### src/design/prr_defs.svh
// Offsets, field positions, reset values and codes for the remap and priority registers
`ifndef PRR_DEFS_SVH
`define PRR_DEFS_SVH
`define PRR_CMD_IC_RESET    8'h1a
`define PRR_CMD_PRIO_12     8'h27
`define PRR_CMD_PRIO_34     8'h28
`define PRR_CMD_REMAP       8'h26
`define PRR_REMAP_RST       8'he4
`define PRR_PRIO_RST        8'h00
`define PRR_PRIO_MASK       8'h77
`define PRR_LO_PRIO_LSB     0
`define PRR_HI_PRIO_LSB     4
`define PRR_PRIO_W          3
`define PRR_NPORTS          4
`endif

### src/design/prr_pkg.sv
// Types shared by the remap and priority register logic
`default_nettype none
package prr_pkg;
  // One register command from the serial front end
  typedef struct packed {
    logic       wr;
    logic       rd;
    logic [7:0] code;
    logic [7:0] data;
  } prr_cmd_s;
  typedef logic [2:0] prr_prio_t;
endpackage
`default_nettype wire

### src/design/prr_regs.sv
// Port remap register and shutdown priority registers with fast-shutdown decision
//
// Overview of operation
// - After reset the remap register holds identity mapping, top field code 11.
// - A remap write with a duplicated physical code is ignored entirely.
// - The IC reset command clears other registers but keeps the remap register.
// - Code 27h byte: port 2 priority bits 6-4, port 1 bits 2-0, reset 0.
// - Code 28h byte: port 4 priority bits 6-4, port 3 bits 2-0, reset 0.
// - In three-bit mode a port turns off when shutdown code is at most its priority, except in the cycle after an IC reset command.
// - Priority shutdown clears port bits like a port reset, keeping cool-down counts.
`include "prr_defs.svh"
`default_nettype none
module prr_regs
(
  // Clock and reset
  input  wire logic             clk,
  input  wire logic             rstn,
  // Register command port
  input  wire prr_pkg::prr_cmd_s cmd,
  output logic [7:0]            rd_data,
  output logic                  rd_valid,
  // Fast-shutdown input
  input  wire logic             three_bit_priority_select,
  input  wire logic             shut_valid,
  input  wire logic [2:0]       shut_code,
  // Shutdown results and remap register value
  output logic [3:0]            port_off,
  output logic [7:0]            remap
);
  typedef enum logic [1:0] {
    PRR_RUN   = 2'b01,
    PRR_RESET = 2'b10
  } prr_state_e;

  logic            rst_m_q;
  logic            rst_s_q;
  logic [7:0]      remap_q;
  logic [7:0]      remap_d;
  logic [7:0]      prio12_q;
  logic [7:0]      prio12_d;
  logic [7:0]      prio34_q;
  logic [7:0]      prio34_d;
  logic [7:0]      rd_data_q;
  logic [7:0]      rd_data_d;
  logic            rd_valid_q;
  logic            rd_valid_d;
  logic [3:0]      off_q;
  logic [3:0]      off_d;
  prr_state_e      st_q;
  prr_state_e      st_d;
  logic [3:0]      hit;
  prr_pkg::prr_prio_t prio [4];

  // Returns high when any two 2-bit fields share a physical code
  function automatic logic has_dup(input logic [7:0] v);
    logic r;
    r = 1'b0;
    for (int i = 0; i < 4; i++)
      for (int j = i + 1; j < 4; j++)
        if (v[2*i +: 2] == v[2*j +: 2])
          r = 1'b1;
    return r;
  endfunction

  // Reset release synchroniser
  always_ff @(posedge clk or negedge rstn)
  begin
    if (!rstn)
    begin
      rst_m_q <= 1'b0;
      rst_s_q <= 1'b0;
    end
    else
    begin
      rst_m_q <= 1'b1;
      rst_s_q <= rst_m_q;
    end
  end

  // Priority fields per port
  assign prio[0] = prio12_q[`PRR_LO_PRIO_LSB +: `PRR_PRIO_W];
  assign prio[1] = prio12_q[`PRR_HI_PRIO_LSB +: `PRR_PRIO_W];
  assign prio[2] = prio34_q[`PRR_LO_PRIO_LSB +: `PRR_PRIO_W];
  assign prio[3] = prio34_q[`PRR_HI_PRIO_LSB +: `PRR_PRIO_W];

  // Comparators, one per port
  for (genvar p = 0; p < `PRR_NPORTS; p++)
  begin : g_cmp
    prr_shut_cmp u_cmp
    (
      .code (shut_code),
      .prio (prio[p]),
      .hit  (hit[p])
    );
  end

  // Next-state of registers and command handling
  always_comb
  begin
    remap_d    = remap_q;
    prio12_d   = prio12_q;
    prio34_d   = prio34_q;
    rd_data_d  = rd_data_q;
    rd_valid_d = 1'b0;
    off_d      = 4'h0;
    st_d       = PRR_RUN;
    case (st_q)
      PRR_RUN:
      begin
        if (cmd.wr)
        begin
          case (cmd.code)
            `PRR_CMD_IC_RESET:
            begin
              prio12_d = `PRR_PRIO_RST;
              prio34_d = `PRR_PRIO_RST;
              st_d     = PRR_RESET;
            end
            `PRR_CMD_PRIO_12: prio12_d = cmd.data & `PRR_PRIO_MASK;
            `PRR_CMD_PRIO_34: prio34_d = cmd.data & `PRR_PRIO_MASK;
            `PRR_CMD_REMAP:
            begin
              if (!has_dup(cmd.data))
                remap_d = cmd.data;
            end
            default: ;
          endcase
        end
        else if (cmd.rd)
        begin
          rd_valid_d = 1'b1;
          case (cmd.code)
            `PRR_CMD_PRIO_12: rd_data_d = prio12_q;
            `PRR_CMD_PRIO_34: rd_data_d = prio34_q;
            `PRR_CMD_REMAP:   rd_data_d = remap_q;
            default:          rd_data_d = 8'h00;
          endcase
        end
        // One-cycle turn-off request; cool-down counters lie outside and are untouched
        if (three_bit_priority_select && shut_valid)
          off_d = hit;
      end
      PRR_RESET: st_d = PRR_RUN;
      default:   st_d = PRR_RUN;
    endcase
  end

  // Register update
  always_ff @(posedge clk or negedge rst_s_q)
  begin
    if (!rst_s_q)
    begin
      remap_q    <= `PRR_REMAP_RST;
      prio12_q   <= `PRR_PRIO_RST;
      prio34_q   <= `PRR_PRIO_RST;
      rd_data_q  <= 8'h00;
      rd_valid_q <= 1'b0;
      off_q      <= 4'h0;
      st_q       <= PRR_RUN;
    end
    else
    begin
      remap_q    <= remap_d;
      prio12_q   <= prio12_d;
      prio34_q   <= prio34_d;
      rd_data_q  <= rd_data_d;
      rd_valid_q <= rd_valid_d;
      off_q      <= off_d;
      st_q       <= st_d;
    end
  end

  assign rd_data  = rd_data_q;
  assign rd_valid = rd_valid_q;
  assign port_off = off_q;
  assign remap    = remap_q;
endmodule
`default_nettype wire

### src/design/prr_shut_cmp.sv
// Per-port fast-shutdown comparison against a three-bit priority
`include "prr_defs.svh"
`default_nettype none
module prr_shut_cmp
(
  // Shutdown code and priority
  input  wire logic [2:0] code,
  input  wire logic [2:0] prio,
  // Result
  output logic            hit
);
  // Port goes off when the code does not exceed its priority
  assign hit = (code <= prio);
endmodule
`default_nettype wire

### config.mk
export PLATFORM = sky130hd
export DESIGN_NAME = prr_regs
export DESIGN_NICKNAME = d
export VERILOG_FILES = /design/src/design/prr_pkg.sv /design/src/design/prr_regs.sv /design/src/design/prr_shut_cmp.sv
export VERILOG_INCLUDE_DIRS = /design/src /design/src/design
export SDC_FILE = /design/constraint.sdc
export NUM_CORES = 1
export LEC_CHECK = 0
export BUFFER_PORTS_ARGS = -buffer_cell sky130_fd_sc_hd__clkbuf_2
export CORE_MARGIN = 3
export CORE_UTILIZATION = 60
export CTS_BUF_LIST = sky130_fd_sc_hd__clkbuf_4
export DETAILED_ROUTE_END_ITERATION = 8
export GPL_ROUTABILITY_DRIVEN = 0
export PLACE_DENSITY = 0.95
export SLEW_MARGIN = 20
export SYNTH_ARGS = -nofsm -noshare
export SYNTH_HDL_FRONTEND = slang
export SYNTH_HIERARCHICAL = 1
export SYNTH_SLANG_ARGS = --single-unit
### constraint.sdc
create_clock -name clk -period 2.3 [get_ports clk]
set_input_delay 0.115 -clock clk [delete_from_list [all_inputs] [get_ports clk]]
set_output_delay 0.115 -clock clk [all_outputs]
set_load 0.005 [all_outputs]
## Word-level counts from Yosys, hierarchy flattened

Index checks and enable logic that the tools add are counted.

- Magnitude comparators: 4
- Equal/unequal tests: 11
- Muxes and demuxes: 20
- Bitwise operators: 2
- Reductions and logical operators: 7

Operators with widths:

| operator | count |
|---|---|
| 8-bit case mux with 2 select lines | 2 |
| 8-bit by 6-bit == test with 1-bit output, second input constant | 3 |
| 8-bit case mux with 3 select lines | 1 |
| 2-bit == test | 6 |
| 3-bit <= comparator | 4 |
| 1-bit two-way mux | 12 |
| 3-bit AND reduction | 3 |
| 8-bit by 5-bit == test with 1-bit output, second input constant | 1 |
| 4-bit two-way mux | 2 |
| 2-bit two-way mux | 3 |
| 4-bit AND reduction | 1 |
| 2-bit nonzero test | 2 |
| 2-bit by 1-bit == test with 1-bit output, second input constant | 1 |
| 1-bit inverter | 2 |
| 1-bit logical AND | 1 |

- Bits in registers: 41
- Input port bits: 25
- Output and inout bits: 21
- Logic and storage cells: 53

## Longest topological paths before layout

- Depth in word-level cells: 12
- Gate-level depth with buffers: 6
- Gate-level depth less buffers: 6

## Cells and area by module

The synthesis kept the hierarchy.

By module, submodules not included:

| module | instances | cells an instance | area each (um2) |
|---|---|---|---|
| prr_regs | 1 | 145 | 1755.4 |
| prr_shut_cmp | 4 | 10 | 76.3 |

## Worst setup path before layout

No wires, ideal clock.

- Path kind: register -> register
- Start: register st_q[0]
- End: register remap_q[3] (netlist: remap[3])
- Setup time: 0.125 ns
- Arrival time: 1.798 ns
- Data required time: 2.175 ns
- Path slack: 0.377 ns
- Cell stages (with the launch flop): 5
- Clock period less this slack: 1.923 ns
- Path through: dfstp_2 nand3b_1 a211o_1 nor4_4 mux2_2

- Cells in the longest elaborated chain, start to end: 2

RTL lines:

| what | line | RTL |
|---|---|---|
| from (decl) | prr_regs.sv:49 | `prr_state_e st_q;` |
| from (signal assigned) | prr_regs.sv:169 | `st_q <= st_d;` |
| 2-bit by 1-bit == test with 1-bit output | prr_regs.sv:107 | `case (st_q)` |
| 4-bit AND reduction (no source line) | n/a |  |
| to (signal assigned) | prr_regs.sv:153 | `` remap_q <= `PRR_REMAP_RST; `` |
| to (signal assigned) | prr_regs.sv:163 | `remap_q <= remap_d;` |
| to (decl) | prr_regs.sv:37 | `logic [7:0] remap_q;` |

No other way between the ends.
A chain may end at the register's enable or synchronous reset.

## Final worst setup path

- Start: register st_q[0]
- End: register remap_q[4] (netlist: remap[4])

The elaborated chain is that of the path after synthesis.

==> reports/results.ini <==
[detailed_routing]
drt_wl_total_mm=4.497
top_layer_used=met4
post_drt_via_cell_ratio=5.743
final_antenna_net_count=0
vias=1608
met3_length_um=237
routedWlPerCell_um=16.06
wl_met1_mm=2.023
firstDrtPassIters=4
route.detailed.drc=0
drtIter0Drc=91
met2_length_mm=2.175

[timing]
fin_crit_ns=1.953
finalCritPeriodShare_pct=84.90
finClkSkew_ns=0.008613
rsz0062_at_grt=no
fin_setup_tns_ns=0
fin_ws_ns=0.3474
hold_viol=0
whs_ns=0.06238
setup_viol=0
drv_slew=0
max_clock_freq_mhz=512.1

[worst_hold_path]
hold_path_class=in2async

[synth]
synth_mux_area_share_pct=4.372
synth_cells=185
ys_warn_count=6
synth_top_cell_by_area=dfrtp_1
ys_seq_area_share_pct=45.23
synth_compound_area_share_pct=16.33
synthAdderAreaFrac_pct=7.286
synth_xor_area_share_pct=5.100
mappedNetlistNets=222
yosys-top-cells-area=dfrtp_1 (39%), a22o_1 (7.7%), ha_1 (7.3%)
yosysTopAreaCellShare_pct=38.86
ys_types=41
synth_area_per_cell_sq_um=11.14
synth-simple-area-share_pct=15.42
ys_ff_latch=37
synth.cell_area_sq_um=2061
synth_top_family_by_area=compound AO/OA/AOI/OAI gates

[critical_path]
crit_chain=nand3b_1 -> a211o_1 -> nor4_4 -> buf_4 -> mux2_2
cp_num_buf_inv=1
crit_path_end_kind=flop
critical-path-slowest-cell=dfstp_2
critPathTopFamily=flip-flops
cp_max_fo=8
cp.required_ns=2.55
startpoint_type=flop
critPathArrivalTime_ns=2.20
max_stage_delay_ns=0.54
path_class=reg2reg

[finish]
n_fill_cell=228
fin_util_pct=76.19
diodes=0
multi_input_area_sq_um=1003
most-common-layout-cells=clkbuf_2 (45), dfrtp_1 (32), a22o_1 (18), inv_1 (14), ha_1 (12)
mostFrequentLayoutCell=clkbuf_2
regArea_sq_um=932.1
syn_to_final_growth_pct=16.58
finalInstanceArea_sq_um=2402
nets=272
instances_no_fill=280
drive_gt1_share_pct=33.47

[global_routing]
overflow=0
grt_util_all_layers_pct=23.45
antenna_found_initial=0
grt_pass1_vias=1599
grt_pass1_wl_mm=7.452
grt_max_degree=36

[flow_run]
max-cap-violations=0

[placed_design]
dp.cells=271
dp_slack_ns=0.3584
dp_hpwl_mm=3.417
io_buffers=45
dpl_cell_area_sq_um=2313

[power]
power.density_nw_per_um2=548.6
p_total_mw=1.318
peakVddDrop_v=0.0003860
p_leak_nw=1.175

[clocking]
htreeDepth=2
cts-resized-gates=0
numClockSinks=37
worst_skew_pair.late_latency_ns=0.36
cts_root_buf=clkbuf_4
clkTransAtPathRegs_ns=0.11
cts_inserted_buffers=5
cts_max_path_buffers=2
tritoncts=done

[floorplan]
rows=20
initial_utilization_pct=65.36
core-area_sq_um=3153
dieArea_sq_um=4174
num_io_pins=46
die_x_um=64.61
die_h_um=64.61

[run_status]
status=finished clean

[layout make-up]
| class | instances | share of cell area (%) |
|---|---|---|
| Multi-Input combinational cell | 125 | 41.77 |
| Sequential cell | 37 | 38.80 |
| Timing Repair Buffer | 52 | 11.67 |
| Tap cell | 44 | 2.292 |
| Inverter | 14 | 2.188 |
| Clock buffer | 6 | 1.875 |
| Clock inverter | 2 | 1.406 |
[where the power goes]
group / internal, mW / switching (mW) / leakage (nW)
logic: 0.0815 / 0.101 / 0.642
registers: 0.669 / 0.0135 / 0.489
clock network: 0.238 / 0.215 / 0.0433
[worst register-to-register path, stage by stage, from the launching register on]
cell	delay (ns)
dfstp_2	0.54
nand3b_1	0.17
a211o_1	0.32
nor4_4	0.27
buf_4	0.21
mux2_2	0.35
[sequential cells by signal, indices dropped and copies added, names as in the netlist, 2 cells and up]
| signal | flops |
|---|---|
| rd_data | 8 |
| remap | 8 |
| prio12_q | 6 |
| prio34_q | 6 |
| port_off | 4 |
| st_q | 2 |
[routing by layer]
metal  GRT usage [%]  up-vias
li1                -      759
met3           3.640        8
met5               0        -
met1           31.57      782
met2           38.27       59
met4           8.707        0
[what timing repair did]
action | 4_1_cts | 5_1_grt
endpoints found under the hold margin | 2 | 0
buffers inserted | 0 | 0
setup endpoints to repair | 0 | 0
hold buffers | 1 | 0
[cell families after synthesis]
group           Yosys count
simple gates             48
compound gates           44
flops                    37
buf+inv                  23
fa+ha+maj                12
xor+xnor                 12
mux                       8
other cells               1
[synthesized netlist by cell type (all sizes together)]
cell     n
a211o    1
a22o    18
a22oi    6
and2     5
and2b    1
and3     1
and3b    2
buf      4
clkbuf   5
conb     1
dfrtp   32
dfstp    5
ha      12
inv     14
mux2     8
nand2   10
nand2b   3
nand3    4
nand3b   4
nor2     4
nor2b    5
nor3b    1
nor4     2
nor4b    2
nor4bb   1
o211ai   1
o21a     4
o21ai   12
o22ai    2
or2      1
or3      1
or4      1
xnor2    2
xor2    10
[worst paths after layout]
| check | slack, ns | cells past startpoint | from | endpoint |
|---|---|---|---|---|
| setup / recovery | 0.35 | 5 | st_q[0] | remap[4] |
| hold / removal | 0.06 | 2 | rstn | rst_m_q |
| setup reg to reg | 0.35 | 5 | st_q[0] | remap[4] |
| hold reg to reg | 0.28 | 1 | rst_s_q | prio34_q[2] |
| max in group asynchronous | 1.68 | 1 | rst_s_q | st_q[0] |
| min in group clk | 0.09 | 2 | cmd[7] | remap[7] |
Power figures use the tool's default switching activity.
